## src/design/rofm_pkg.sv

```systemverilog
// rofm_pkg: register offsets, field positions and reset values for the
// rail override / fault mask register bank.
// assumes a byte-wide register port fed by the serial host decoder.
package rofm_pkg;
    // register offsets in the device map
    localparam logic [7:0] ROFM_OFS_FORCE_LEVEL = 8'ha1;
    localparam logic [7:0] ROFM_OFS_FAULT_MASK1 = 8'ha2;
    localparam logic [7:0] ROFM_OFS_FAULT_MASK2 = 8'ha3;

    // force/level register fields
    localparam int ROFM_BIT_LINEAR_A3_FORCE   = 0;
    localparam int ROFM_BIT_SWITCH_B1_FORCE   = 1;
    localparam int ROFM_BIT_SHARED_FORCE      = 2;
    localparam int ROFM_BIT_TERMINATION_FORCE = 3;
    localparam int ROFM_BIT_OUT_LEVEL_LO      = 4;
    localparam int ROFM_NUM_OUT_PINS          = 4;
    localparam int ROFM_OD_ONLY_PIN           = 3;

    // fault mask fields (rail index order of the fault inputs)
    localparam int ROFM_NUM_RAILS_MASK1 = 8;
    localparam int ROFM_NUM_RAILS_MASK2 = 5;
    localparam int ROFM_NUM_RAILS       = 13;
    localparam int ROFM_BIT_RSVD_ZERO   = 6;
    localparam int ROFM_BIT_RSVD_ONE    = 5;
    localparam int ROFM_BIT_RSVD_RO     = 7;

    // rail enable output order: a3, b1, b2, termination, a1
    localparam int ROFM_EN_LINEAR_A3   = 0;
    localparam int ROFM_EN_SWITCH_B1   = 1;
    localparam int ROFM_EN_SWITCH_B2   = 2;
    localparam int ROFM_EN_TERMINATION = 3;
    localparam int ROFM_EN_LINEAR_A1   = 4;
    localparam int ROFM_NUM_EN         = 5;

    // reset values of the factory variant used by default
    localparam logic [7:0] ROFM_RST_FORCE_LEVEL = 8'h01;
    localparam logic [7:0] ROFM_RST_FAULT_MASK1 = 8'hc0;
    localparam logic [7:0] ROFM_RST_FAULT_MASK2 = 8'h27;
    localparam logic [7:0] ROFM_MASK2_WR_BITS   = 8'h7f;
endpackage

```

## src/design/rofm_regs.sv

```systemverilog
// rofm_regs: rail enable override, output pin level and fault mask bank.
// assumes a synchronous byte register port from the serial host decoder
// and rail request, power-good tree and fault inputs from on-chip logic.
// factory options arrive as parameters; registers reset to them.
// no synchronisers: every input is on the same clock.
//
// Behaviour
// RULE_01: software level bit drives configured output pin
// RULE_02: unconfigured pin follows power-good tree, bit zero
// RULE_03: pins one-three open-drain/push-pull, four open-drain
// RULE_04: force bit zero: pin or power-good controls
// RULE_05: bit 3 forces termination on unless disabled
// RULE_06: bit 2 forces selected shared rail on
// RULE_07: bits 1, 0 force switch B1, linear A3
// RULE_08: A3 force holds regulator on when enabled
// RULE_09: mask bit one blocks fault shutdown
// RULE_10: first mask at A2h: A2, A1, step-downs
// RULE_11: second mask at A3h: A1, term, B2, B1, A3
// RULE_12: force/level register sits at A1h
// RULE_13: disable bit zero turns rail off
// RULE_14: host writes reserved bits 6=0, 5=1
// RULE_15: enable is (force or request) and disable
`timescale 1ns/1ps
module rofm_regs
    import rofm_pkg::*;
#(
    // factory options: software pins, push-pull pins, shared rail
    parameter logic [3:0] GPO_SW_CTRL      = 4'h0,
    parameter logic [3:0] GPO_PUSH_PULL    = 4'h0,
    parameter bit         SHARED_IS_SWITCH = 1'b0,
    // reset values of the chosen variant
    parameter logic [7:0] RST_FORCE_LEVEL  = ROFM_RST_FORCE_LEVEL,
    parameter logic [7:0] RST_FAULT_MASK1  = ROFM_RST_FAULT_MASK1,
    parameter logic [7:0] RST_FAULT_MASK2  = ROFM_RST_FAULT_MASK2
) (
    // clock and reset
    input  wire logic                      mclk_i,
    input  wire logic                      rstn_i,
    // register port
    input  wire logic [7:0]                reg_addr_i,
    input  wire logic [7:0]                reg_wdata_i,
    input  wire logic                      reg_wr_i,
    output logic [7:0]                     reg_rdata_o,
    // disable bits held elsewhere
    input  wire logic                      termination_disable_i,
    input  wire logic                      shared_rail_disable_i,
    input  wire logic                      switch_b1_disable_i,
    input  wire logic                      linear_a3_disable_i,
    // pin or power-good requests per rail
    input  wire logic [ROFM_NUM_EN-1:0]    rail_req_i,
    output logic [ROFM_NUM_EN-1:0]         rail_en_o,
    // output pins
    input  wire logic [3:0]                power_good_tree_i,
    output logic [3:0]                     out_pin_o,
    output logic [3:0]                     out_pin_oe_n_o,
    // faults and shutdown
    input  wire logic [ROFM_NUM_RAILS-1:0] rail_fault_i,
    output logic                           shutdown_req_o
);
    // stored registers
    logic [7:0] force_level_q;
    logic [7:0] fault_mask1_q;
    logic [7:0] fault_mask2_q;
    // output flops
    logic [7:0] rdata_q;
    logic [ROFM_NUM_EN-1:0] rail_en_q;
    // pin drive flops
    logic [3:0] pin_q;
    logic [3:0] pin_oe_n_q;
    logic       shutdown_q;

    // address decode
    // exact offset match on the live address
    // RULE_12: force register address
    wire logic sel_force = (reg_addr_i == ROFM_OFS_FORCE_LEVEL);
    // RULE_10: first mask address
    wire logic sel_mask1 = (reg_addr_i == ROFM_OFS_FAULT_MASK1);
    // RULE_11: second mask address
    wire logic sel_mask2 = (reg_addr_i == ROFM_OFS_FAULT_MASK2);

    // write masks, applied before the store
    // RULE_02: unused level bits stick at zero
    wire logic [7:0] force_wmask = {GPO_SW_CTRL, 4'hf};
    wire logic [7:0] force_d = reg_wdata_i & force_wmask;
    // RULE_11: top bit read-only zero
    wire logic [7:0] mask2_d = reg_wdata_i & ROFM_MASK2_WR_BITS;

    // register writes
    // one byte per strobe; each offset owns one register.
    // level bits of pins left to their trees never store a one,
    // so a read shows what the pin really follows
    always_ff @(posedge mclk_i or negedge rstn_i) begin
        if (!rstn_i) begin
            force_level_q <= RST_FORCE_LEVEL & {GPO_SW_CTRL, 4'hf};
            fault_mask1_q <= RST_FAULT_MASK1;
            fault_mask2_q <= RST_FAULT_MASK2 & ROFM_MASK2_WR_BITS;
        end else if (reg_wr_i) begin
            if (sel_force) begin
                force_level_q <= force_d;
            end
            if (sel_mask1) begin
                fault_mask1_q <= reg_wdata_i;
            end
            if (sel_mask2) begin
                fault_mask2_q <= mask2_d;
            end
        end
    end

    // read mux, unmapped reads zero
    // registered below: data trails the address by one edge,
    // so the host holds the address a cycle to read it
    wire logic [7:0] rdata_d = sel_force ? force_level_q :
                               sel_mask1 ? fault_mask1_q :
                               sel_mask2 ? fault_mask2_q : 8'h00;

    // rail force bits
    wire logic f_a3   = force_level_q[ROFM_BIT_LINEAR_A3_FORCE];
    wire logic f_b1   = force_level_q[ROFM_BIT_SWITCH_B1_FORCE];
    wire logic f_sh   = force_level_q[ROFM_BIT_SHARED_FORCE];
    wire logic f_term = force_level_q[ROFM_BIT_TERMINATION_FORCE];
    // the shared force reaches only the rail picked at build time;
    // the other one sees no force and a constant disable of one
    // RULE_06: shared force routed by factory select
    wire logic f_b2 = SHARED_IS_SWITCH ? f_sh : 1'b0;
    wire logic f_a1 = SHARED_IS_SWITCH ? 1'b0 : f_sh;
    wire logic dis_b2 = SHARED_IS_SWITCH ? shared_rail_disable_i : 1'b1;
    wire logic dis_a1 = SHARED_IS_SWITCH ? 1'b1 : shared_rail_disable_i;

    // rail enables
    // RULE_15: or request, and disable
    // RULE_04: request alone when force zero
    // RULE_13: disable zero forces off
    // RULE_07: switch b1 and linear a3 forces
    // RULE_08: a3 held on while enabled
    // a disable bit at zero beats both force and request,
    // so software can turn off every rail except the unselected shared one
    // linear a3: own disable bit
    wire logic en_a3 = (f_a3 | rail_req_i[ROFM_EN_LINEAR_A3]) &
                       linear_a3_disable_i;
    // switch b1: own disable bit
    wire logic en_b1 = (f_b1 | rail_req_i[ROFM_EN_SWITCH_B1]) &
                       switch_b1_disable_i;
    // switch b2: shared force only when selected
    wire logic en_b2 = (f_b2 | rail_req_i[ROFM_EN_SWITCH_B2]) & dis_b2;
    // RULE_05: termination force
    wire logic en_term = (f_term | rail_req_i[ROFM_EN_TERMINATION]) &
                         termination_disable_i;
    // linear a1: shared force only when selected
    wire logic en_a1 = (f_a1 | rail_req_i[ROFM_EN_LINEAR_A1]) & dis_a1;
    // gather in output order
    wire logic [ROFM_NUM_EN-1:0] rail_en_d = {
        en_a1, en_term, en_b2, en_b1, en_a3
    };

    // output pin drive, per pin
    // push-pull drives the level with the enable held low;
    // open-drain only pulls low and releases for a one.
    // pin four has no push-pull driver, whatever the option says
    logic [3:0] pin_d;
    logic [3:0] pin_oe_n_d;
    genvar g;
    generate
        for (g = 0; g < ROFM_NUM_OUT_PINS; g++) begin : g_pin
            // RULE_01: level bit when software controlled
            // RULE_02: else power-good tree
            wire logic lvl = GPO_SW_CTRL[g] ?
                force_level_q[ROFM_BIT_OUT_LEVEL_LO + g] :
                power_good_tree_i[g];
            // RULE_03: last pin open-drain only
            wire logic pp = GPO_PUSH_PULL[g] && (g != ROFM_OD_ONLY_PIN);
            assign pin_d[g]      = pp ? lvl : 1'b0;
            assign pin_oe_n_d[g] = pp ? 1'b0 : lvl; // od: release on one
        end
    endgenerate

    // fault shutdown
    // lower eight faults pair with the first mask, upper five with
    // the second; reserved mask bits never reach the fault tree.
    // shutdown is a level: it stays up while the fault stands
    // RULE_09: masked faults ignored
    wire logic [ROFM_NUM_RAILS-1:0] fault_mask = {
        fault_mask2_q[ROFM_NUM_RAILS_MASK2-1:0], fault_mask1_q};
    wire logic shutdown_d = |(rail_fault_i & ~fault_mask);

    // output flops: every output one edge behind its inputs
    // read data flop
    always_ff @(posedge mclk_i or negedge rstn_i) begin
        if (!rstn_i) begin
            rdata_q <= 8'h00;
        end else begin
            rdata_q <= rdata_d;
        end
    end

    // rail and shutdown flops, rails off in reset
    always_ff @(posedge mclk_i or negedge rstn_i) begin
        if (!rstn_i) begin
            rail_en_q  <= '0;
            shutdown_q <= 1'b0;
        end else begin
            rail_en_q  <= rail_en_d;
            shutdown_q <= shutdown_d;
        end
    end

    // pin flops, pins released in reset
    always_ff @(posedge mclk_i or negedge rstn_i) begin
        if (!rstn_i) begin
            pin_q      <= 4'h0;
            pin_oe_n_q <= 4'hf;
        end else begin
            pin_q      <= pin_d;
            pin_oe_n_q <= pin_oe_n_d;
        end
    end

    // ports straight from the output flops
    assign reg_rdata_o    = rdata_q;
    assign rail_en_o      = rail_en_q;
    assign out_pin_o      = pin_q;
    assign out_pin_oe_n_o = pin_oe_n_q;
    assign shutdown_req_o = shutdown_q;
endmodule

```

## config.mk

```make
export PLATFORM = sky130hd
export DESIGN_NAME = rofm_regs
export DESIGN_NICKNAME = d
export VERILOG_FILES = /design/src/design/rofm_pkg.sv /design/src/design/rofm_regs.sv
export SDC_FILE = /design/constraint.sdc
export NUM_CORES = 1
export LEC_CHECK = 0
export ABC_AREA = 1
export BUFFER_PORTS_ARGS = -buffer_cell sky130_fd_sc_hd__buf_2
export CORE_MARGIN = 2
export CORE_UTILIZATION = 43
export DETAILED_ROUTE_END_ITERATION = 16
export GPL_TIMING_DRIVEN = 1
export PLACE_DENSITY = 0.8
export RECOVER_POWER = 100
export SLEW_MARGIN = 0
export SYNTH_ARGS = -nofsm -noshare
export SYNTH_HDL_FRONTEND = slang
export SYNTH_SLANG_ARGS = --single-unit
```

## constraint.sdc

```tcl
create_clock -name mclk_i -period 1.1 [get_ports mclk_i]
set_input_delay 0.22 -clock mclk_i [delete_from_list [all_inputs] [get_ports mclk_i]]
set_output_delay 0.22 -clock mclk_i [all_outputs]
set_load 0.01 [all_outputs]
```

==> results of run 1 <==
## per-stage QoR
step / total power [mW] / util / setup TNS [ns] / setup WS, ns / cell area (um2)
2_1_floorplan: 1.600 / - / 0 / 0.01114 / 1650
3_3_place_gp: 1.751 / 0.5615 / -1.013 / -0.1232 / 2056
3_5_place_dp: 1.760 / 0.5615 / -1.369 / -0.1436 / 2056
4_1_cts: 2.800 / 0.5988 / -0.1530 / -0.04216 / 2192
5_1_grt: 2.887 / 0.5803 / -0.5055 / -0.07348 / 2125
6_report: 2.744 / 0.5803 / -0.1079 / -0.03292 / 2125
## worst paths after layout
check,start,to,cells past startpoint
max,out_pin_oe_n_o[1]$_DFF_PN1_,out_pin_oe_n_o[1],1
min,power_good_tree_i[2],out_pin_oe_n_o[2]$_DFF_PN1_,1
max reg2reg,fault_mask2_q[1]$_DFFE_PN1P_,shutdown_req_o$_DFF_PN0_,5
min reg2reg,fault_mask1_q[6]$_DFFE_PN1P_,fault_mask1_q[6]$_DFFE_PN1P_,2
max in group asynchronous,rstn_i,fault_mask1_q[7]$_DFFE_PN1P_,3
min in group asynchronous,rstn_i,rail_en_o[2]$_DFF_PN0_,2
## registers in the layout, indices dropped and copies added (netlist names)
signal          count
fault_mask1_q       8
fault_mask2_q       7
force_level_q       4
out_pin_oe_n_o      4
rail_en_o           5
reg_rdata_o         8
shutdown_req_o      1
## synthesized netlist by cell type, types with 3 or more instances
master	number	area [um2]
dfstp_2	11	289.0
nor2_1	9	33.78
o21a_1	4	30.03
inv_1	25	93.84
nand3_1	8	40.04
o22ai_1	4	25.02
o21ai_0	4	20.02
dfrtp_1	26	650.6
nand2_1	49	183.9
buf_4	4	30.03
o21ai_2	12	105.1
nand2_2	3	18.77
## timing repair
action	CTS	global route
pin swaps	1	0
hold buffers	1	0
gates resized for setup	4	2
hold endpoints to repair	6	0
endpoints found under the setup margin	5	5
## layout make-up
cell class                      instances  share of cell area
Tap cell                               48             0.02827
Inverter                               26             0.04594
Clock buffer                            7             0.04535
Sequential cell                        37              0.4423
Timing Repair Buffer                   73              0.1890
Clock inverter                          1            0.002356
Multi-Input combinational cell        109              0.2468
## power groups by stage
| stage | Combinational (mW) | Sequential [mW] | Clock (mW) |
|---|---|---|---|
| after floorplan | 0.116 | 1.48 | 0 |
| final | 0.269 | 1.46 | 1.02 |
| after detailed placement | 0.281 | 1.48 | 0 |
| after global placement | 0.273 | 1.48 | 0 |
| after global routing | 0.308 | 1.46 | 1.12 |
| after CTS | 0.293 | 1.46 | 1.05 |
## cells by family after synthesis
logic type	count (synthesis)
flip-flops	37
buffers and inverters	32
other	1
AO/OA/AOI/OAI	27
AND/OR/NAND/NOR	78
## routing by layer
metal  part of all wire  wire length, um  GRT usage  vias to the layer above
met5                  0                0          0                        -
met4              0.017               56    0.06250                        0
met3              0.069              231    0.06164                        7
met2               0.51             1703     0.2992                       37
met1               0.41             1356     0.2090                      614
li1                   -                -          -                      688
==> metrics.csv, run 1 <==
stage,metric,value,unit
clock_tree,clk buf depth,2,
power,PwrDens,1291,nW/um2
critical_path,data required time at the worst endpoint,0.88,ns
place,placed cell count,292,
final_layout,Syn-to-layout area delta,29.62,%
timing,min cycle time layout,1.133,ns
critical_path,CP max-delay cell,dfstp_2,
final_layout,Layout Nets,297,
clock_tree,TritonCTS clock tree,done,
clock_tree,H-tree levels,2,
outcome,outcome,"complete, but fails checks",
critical_path,critical path cell sequence,buf_6,
place,RePlAce Congestion,0.7682,
power,Clk pwr share,0.371,
yosys,XOR/XNOR Fraction of Synth Area,0,
final_layout,Final Non-Filler Cells,301,
power,Peak supply drop,0.8536,mV
floorplanning,Initial Util,0.4477,
critical_path,endpoint class of the critical path,primary output,
timing,RSZ-0062 raised after global routing,yes,
yosys,post-synthesis sequential element count,37,
power,cell leakage power,1.113,nW
final_layout,"most common cell after layout, fill and taps aside",nand2_1,
final_layout,Layout fillers,349,
timing,clock skew,0.002484,ns
route,number of remaining DRC errors,0,
route,Routed WL per cell,11.12,um
critical_path,max incr delay on CP,0.53,ns
timing,Fmax,882.7,MHz
final_layout,storage element area,939.7,um2
floorplanning,I/O Pins,67,
yosys,ys flop type,dfrtp_1,
timing,Fin. Hold Viols,0,
critical_path,CP Buf/Inv Count,1,
floorplanning,row count,22,
floorplanning,die area,4322,um2
final_layout,footprint of the multi-input gates,524.3,um2
grt,initial antenna violation count,0,
yosys,"Seq/Total Area, Yosys",0.5733,
grt,grt ovf,0,
outcome,failing checks,negative setup slack,
final_layout,Diodes inserted,0,
power,Gate power share,0.098,
route,final wirelength,3347,um
timing,fin crit share,1.030,
power,net switching power,0.6234,mW
floorplanning,Die Height,65.74,um
yosys,yosys warns,0,
clock_tree,cts bufs inserted,5,
yosys,Avg Synthesized Cell Area,9.366,um2
yosys,"Cell Area, Synth",1639,um2
route,Pre-antenna DRT Iters,4,
critical_path,CP Data Arrival Time,0.91,ns
floorplanning,Core ar.,3661,um2
timing,setup ws final,-0.03292,ns
final_layout,most frequent cells in the layout,"nand2_1, buf_2, inv_1, dfrtp_1, clkbuf_1",
yosys,post-synthesis simple-gate area fraction,0.2137,
hold_path,worst hold path type,input port to flip-flop,
timing,worst hold slack,0.02663,ns
clock_tree,post-CTS setup buffer count,0,
power,Pint,2.120,mW
timing,Max Slew Vio Count,0,
route,DRT antenna net count,0,
route,via/cell ratio,4.472,
clock_tree,clk slew on worst S/H paths,0.07,ns
grt,largest net degree at the start of global routing,32,
critical_path,"critical path fanouts, max",1,
clock_tree,clk root buf,clkbuf_8,
power,sw frac,0.2272,
critical_path,crit path kind,flip-flop to primary output,
timing,Setup-failing EPs final,4,
flow_run,max-cap check violation count,0,
power,Reg power frac,0.531,
yosys,post-synthesis compound-gate area fraction,0.1191,
critical_path,CP top delay family,flip-flops,
yosys,synth unique cells,24,
yosys,mux contribution to synthesized area,0,
clock_tree,worst skew pair latency,0.29,ns
place,detailed placement HPWL,2561,um
yosys,Synth Area in Adders,0,
clock_tree,CTS sink count,37,
floorplanning,die outline width,65.74,um
yosys,Post-synth EDFFs,0,
yosys,share of flip-flops with an asynchronous set or reset,1.000,
route,via count,1346,
final_layout,ratio of cells with drive above 1 in the final layout,0.3439,
grt,total track usage,0.1774,
yosys,largest family of logic cells by synthesized area,simple AND/OR/NAND/NOR gates,
yosys,cell count after synthesis,175,
critical_path,CP startpoint kind,flip-flop,
grt,vias in the first global route,1306,
grt,first-pass GRT wire length,5582,um
route,initial DRC count,60,
critical_path,FF-to-FF setup slack,0.07,ns
place,Port Buffers,62,
(Power assumes the default switching activity.)
==> run 2: changes to the inputs <==
Settings changed: PLACE_DENSITY 0.8 to 0.75.
==> metrics.csv, run 2 (synthesis results as in run 1) <==
stage,metric,value,unit,change
grt,initial antenna violation count,0,,unchanged
place,Port Buffers,62,,unchanged
clock_tree,clk buf depth,2,,unchanged
final_layout,Diodes inserted,0,,unchanged
route,final wirelength,3479,um,+3.9%
final_layout,most frequent cells in the layout,"nand2_1, buf_2, inv_1, dfrtp_1, clkbuf_1",,
critical_path,crit path kind,flip-flop to primary output,,
critical_path,CP top delay family,flip-flops,,
clock_tree,worst skew pair latency,0.28,ns,about the same
outcome,outcome,"complete, but fails checks",,
hold_path,HP Start,power_good_tree_i[1],,
timing,Fmax,876.1,MHz,-0.74%
critical_path,CP max-delay cell,dfstp_2,,
floorplanning,Core ar.,3661,um2,unchanged
hold_path,hold depth,1,,unchanged
grt,largest net degree at the start of global routing,28,,-13%
clock_tree,cts bufs inserted,5,,unchanged
route,Routed WL per cell,11.64,um,+4.6%
critical_path,FF-to-FF setup slack,0.06,ns,about the same
power,PwrDens,1279,nW/um2,-0.98%
clock_tree,TritonCTS clock tree,done,,
timing,setup ws final,-0.04139,ns,-0.008473 ns
timing,RSZ-0062 raised after global routing,yes,,
clock_tree,clk root buf,clkbuf_8,,
floorplanning,I/O Pins,67,,unchanged
floorplanning,row count,22,,unchanged
timing,worst hold slack,0.02693,ns,+0.0002918 ns
final_layout,Syn-to-layout area delta,27.79,%,
route,DRT antenna net count,0,,unchanged
route,number of remaining DRC errors,0,,unchanged
final_layout,"most common cell after layout, fill and taps aside",nand2_1,,
outcome,failing checks,negative setup slack,,
critical_path,R2R depth,5,,unchanged
timing,Max Slew Vio Count,0,,unchanged
critical_path,CP startpoint kind,flip-flop,,
critical_path,FF-to-FF Start,fault_mask2_q[2]$_DFFE_PN1P_,,
clock_tree,H-tree levels,2,,unchanged
timing,clock skew,0.003871,ns,+0.001387 ns
route,via count,1325,,-1.6%
floorplanning,Initial Util,0.4477,,unchanged
place,placed inst area,2041,um2,-0.73%
grt,vias in the first global route,1308,,+0.15%
route,via/cell ratio,4.431,,-0.90%
power,Peak supply drop,0.8411,mV,-1.5%
flow_run,max-cap check violation count,0,,unchanged
place,RePlAce Congestion,0.7582,,-1.3%
final_layout,ratio of cells with drive above 1 in the final layout,0.3267,,-0.01718
critical_path,endpoint class of the critical path,primary output,,
timing,setup tns final,-0.1191,ns,-0.01120 ns
critical_path,R2R Path End,shutdown_req_o$_DFF_PN0_,,
power,cell leakage power,1.101,nW,-1.0%
timing,Fin. Hold Viols,0,,unchanged
clock_tree,CTS sink count,37,,unchanged
hold_path,Worst Hold Path EP,out_pin_oe_n_o[1]$_DFF_PN1_,,
critical_path,max incr delay on CP,0.54,ns,about the same
clock_tree,post-CTS setup buffer count,0,,unchanged
timing,fin crit share,1.038,,+0.007703
route,Pre-antenna DRT Iters,4,,unchanged
critical_path,CP Buf/Inv Count,1,,unchanged
critical_path,CP Data Arrival Time,0.92,ns,about the same
critical_path,critical path cell sequence,buf_6,,
timing,Setup-failing EPs final,4,,unchanged
timing,min cycle time layout,1.141,ns,+0.008473 ns
floorplanning,die outline width,65.74,um,unchanged
floorplanning,Die Height,65.74,um,unchanged
grt,grt ovf,0,,unchanged
critical_path,data required time at the worst endpoint,0.88,ns,about the same
place,detailed placement HPWL,2650,um,+3.5%
route,initial DRC count,59,,-1.7%
critical_path,worst setup path start,out_pin_oe_n_o[0]$_DFF_PN1_,,
grt,first-pass GRT wire length,5802,um,+3.9%
final_layout,fin area,2095,um2,-1.4%
grt,total track usage,0.1846,,+0.007144
floorplanning,die area,4322,um2,unchanged
hold_path,worst hold path type,input port to flip-flop,,
clock_tree,clk slew on worst S/H paths,0.07,ns,about the same
final_layout,Layout Nets,295,,-0.67%
critical_path,"critical path fanouts, max",1,,unchanged
[run 2: cell count changes in the layout (fill, tap and decap cells not counted), sizes merged]
cell / change
clkinv: -1
buf: -2
clkbuf: +1
[run 2: what timing repair did]
action | 4_1_cts | 5_1_grt
endpoints found under the setup margin | 5 | 5
gates resized for setup | 7 | 0
hold endpoints to repair | 6 | 0
pin swaps | 2 | 1
hold buffers | 1 | 0
[run 2: worst max path at each step]
stage	to	slack (ns)	cells after the start
2_1_floorplan	fault_mask1_q[0]$_DFFE_PN0P_	0.01	7
3_3_place_gp	force_level_q[2]$_DFFE_PN0P_	-0.08	7
3_5_place_dp	force_level_q[1]$_DFFE_PN0P_	-0.14	7
4_1_cts	out_pin_oe_n_o[0]	-0.05	1
5_1_grt	out_pin_oe_n_o[2]	-0.07	1
6_report	out_pin_oe_n_o[0]	-0.04	1
[run 2: layout make-up]
type                       count  area, um2
fill                         360       1567
sequential                    37      939.7
multi-input combinational    109      526.8
timing repair buffer          71      380.4
inverter                      26      97.59
clock buffer                   8      90.09
tap                           48      60.06
[run 2: per-stage QoR]
stage	power, mW	setup WS [ns]	cells	utilization
final	2.679	-0.04139	299	0.5721
after global routing	2.818	-0.06910	299	0.5721
after CTS	2.728	-0.05478	299	0.5950
after detailed placement	1.759	-0.1424	290	0.5574
after global placement	1.748	-0.08151	290	0.5574
after floorplan	1.600	0.01114	178	-
[run 2: per-layer routing]
layer  track usage  part of all wire
met4       0.07813             0.012
met1        0.2172              0.43
met2        0.3119              0.51
met3       0.05479             0.052
met5             0                 0
[run 2: where the power goes]
| part | switching (mW) | internal (mW) | total [mW] |
|---|---|---|---|
| combinational | 0.142 | 0.125 | 0.268 |
| sequential | 0.0312 | 1.43 | 1.46 |
| clock | 0.444 | 0.511 | 0.954 |
| total | 0.617 | 2.06 | 2.68 |
==> run 3: changes to the inputs <==
Settings changed: CTS_BUF_LIST set to sky130_fd_sc_hd__clkbuf_16, SKIP_LAST_GASP set to 1.
==> metrics.csv, run 3 (synthesis results as in run 1) <==
stage,metric,value,unit,change
outcome,outcome,"complete, but fails checks",,
outcome,failing checks,negative setup slack,,
final_layout,ratio of cells with drive above 1 in the final layout,0.3413,,+0.01458
power,PwrDens,1411,nW/um2,+10%
clock_tree,TritonCTS clock tree,done,,
route,DRT antenna net count,0,,unchanged
final_layout,most frequent cells in the layout,"nand2_1, buf_2, inv_1",,
clock_tree,H-tree levels,2,,unchanged
clock_tree,clk buf depth,2,,unchanged
critical_path,critical path cell sequence,buf_6,,
final_layout,Layout Nets,296,,+0.34%
timing,Max Slew Vio Count,0,,unchanged
timing,Fin. Hold Viols,0,,unchanged
timing,clock skew,0.003852,ns,-0.00001951 ns
route,Pre-antenna DRT Iters,4,,unchanged
route,final wirelength,3548,um,+2.0%
grt,vias in the first global route,1345,,+2.8%
critical_path,endpoint class of the critical path,primary output,,
grt,first-pass GRT wire length,5940,um,+2.4%
grt,largest net degree at the start of global routing,28,,unchanged
place,Port Buffers,62,,unchanged
route,number of remaining DRC errors,0,,unchanged
critical_path,data required time at the worst endpoint,0.88,ns,about the same
critical_path,"critical path fanouts, max",1,,unchanged
grt,total track usage,0.1894,,+0.004771
timing,fin crit share,1.032,,-0.005910
timing,setup ws final,-0.03489,ns,+0.006501 ns
clock_tree,CTS sink count,37,,unchanged
final_layout,Diodes inserted,0,,unchanged
route,Routed WL per cell,11.83,um,+1.6%
critical_path,CP max-delay cell,dfstp_2,,
final_layout,"most common cell after layout, fill and taps aside",nand2_1,,
grt,initial antenna violation count,0,,unchanged
timing,setup tns final,-0.08145,ns,+0.03766 ns
floorplanning,Initial Util,0.4477,,unchanged
place,RePlAce Congestion,0.7582,,unchanged
flow_run,max-cap check violation count,0,,unchanged
critical_path,FF-to-FF setup slack,0.06,ns,about the same
critical_path,CP top delay family,flip-flops,,
place,detailed placement HPWL,2650,um,unchanged
final_layout,Syn-to-layout area delta,31.76,%,
critical_path,CP startpoint kind,flip-flop,,
floorplanning,Core ar.,3661,um2,unchanged
route,via count,1352,,+2.0%
floorplanning,die area,4322,um2,unchanged
critical_path,crit path kind,flip-flop to primary output,,
timing,Setup-failing EPs final,4,,unchanged
critical_path,CP Buf/Inv Count,1,,unchanged
power,Peak supply drop,0.9007,mV,+7.1%
power,cell leakage power,1.138,nW,+3.3%
route,via/cell ratio,4.507,,+1.7%
clock_tree,cts bufs inserted,5,,unchanged
floorplanning,Die Height,65.74,um,unchanged
hold_path,worst hold path type,input port to flip-flop,,
clock_tree,worst skew pair latency,0.28,ns,about the same
critical_path,CP Data Arrival Time,0.91,ns,about the same
timing,min cycle time layout,1.135,ns,-0.006501 ns
timing,Fmax,881.1,MHz,+0.57%
floorplanning,die outline width,65.74,um,unchanged
clock_tree,clk root buf,clkbuf_16,,
floorplanning,row count,22,,unchanged
timing,RSZ-0062 raised after global routing,yes,,
timing,worst hold slack,0.03510,ns,+0.008173 ns
critical_path,max incr delay on CP,0.54,ns,about the same
clock_tree,clk slew on worst S/H paths,0.05,ns,-0.02 ns
route,initial DRC count,52,,-12%
grt,grt ovf,0,,unchanged
floorplanning,I/O Pins,67,,unchanged
[run 3: cell count changes in the layout (fill, tap and decap cells not counted), sizes merged]
cell    change
buf         +1
inv         +2
clkinv      +1
clkbuf      -3
[run 3: per-stage QoR]
stage	util	std cells	area [um2]	setup slack (ns)	power [mW]
after detailed placement	0.5574	290	2041	-0.1424	1.759
after CTS	0.6077	299	2225	-0.04227	3.097
after global placement	0.5574	290	2041	-0.08151	1.748
after floorplan	-	178	1650	0.01114	1.600
final	0.5899	300	2160	-0.03489	3.046
after global routing	0.5899	300	2160	-0.04221	3.173
[run 3: final cells by class]
class,count,area [um2]
Clock buffer,5,125.1
Clock inverter,3,11.26
Inverter,26,97.59
Tap cell,48,60.06
Sequential cell,37,939.7
Multi-Input combinational cell,109,538.0
Fill cell,346,1501
Timing Repair Buffer,72,387.9
[run 3: layer usage]
metal  share of wire  global-route usage  wire, um
met1            0.42              0.2217      1484
met5               0                   0         0
met3           0.046             0.03938       163
met4           0.025              0.1016        87
met2            0.51              0.3232      1813
[run 3: power breakdown]
part	internal, mW	leakage, nW	switching [mW]
clock	0.813	0.0738	0.499
sequential	1.43	0.464	0.0320
combinational	0.129	0.600	0.145
total	2.37	1.14	0.676
[run 3: repair_timing]
action	CTS	global route
gates resized for setup	7	0
hold buffers	1	0
setup buffers	0	1
endpoints found under the setup margin	5	5
pin swaps	2	1
endpoints found under the hold margin	6	0
[run 3: final timing paths]
kind / cells past startpoint / from / to
worst max register to register: 5 / fault_mask2_q[2]$_DFFE_PN1P_ / shutdown_req_o$_DFF_PN0_
worst min-delay path: 1 / power_good_tree_i[1] / out_pin_oe_n_o[1]$_DFF_PN1_
max in group asynchronous: 3 / rstn_i / fault_mask1_q[6]$_DFFE_PN1P_
worst max-delay path: 1 / out_pin_oe_n_o[0]$_DFF_PN1_ / out_pin_oe_n_o[0]
min in group asynchronous: 2 / rstn_i / rail_en_o[2]$_DFF_PN0_
worst min register to register: 2 / fault_mask2_q[5]$_DFFE_PN1P_ / fault_mask2_q[5]$_DFFE_PN1P_
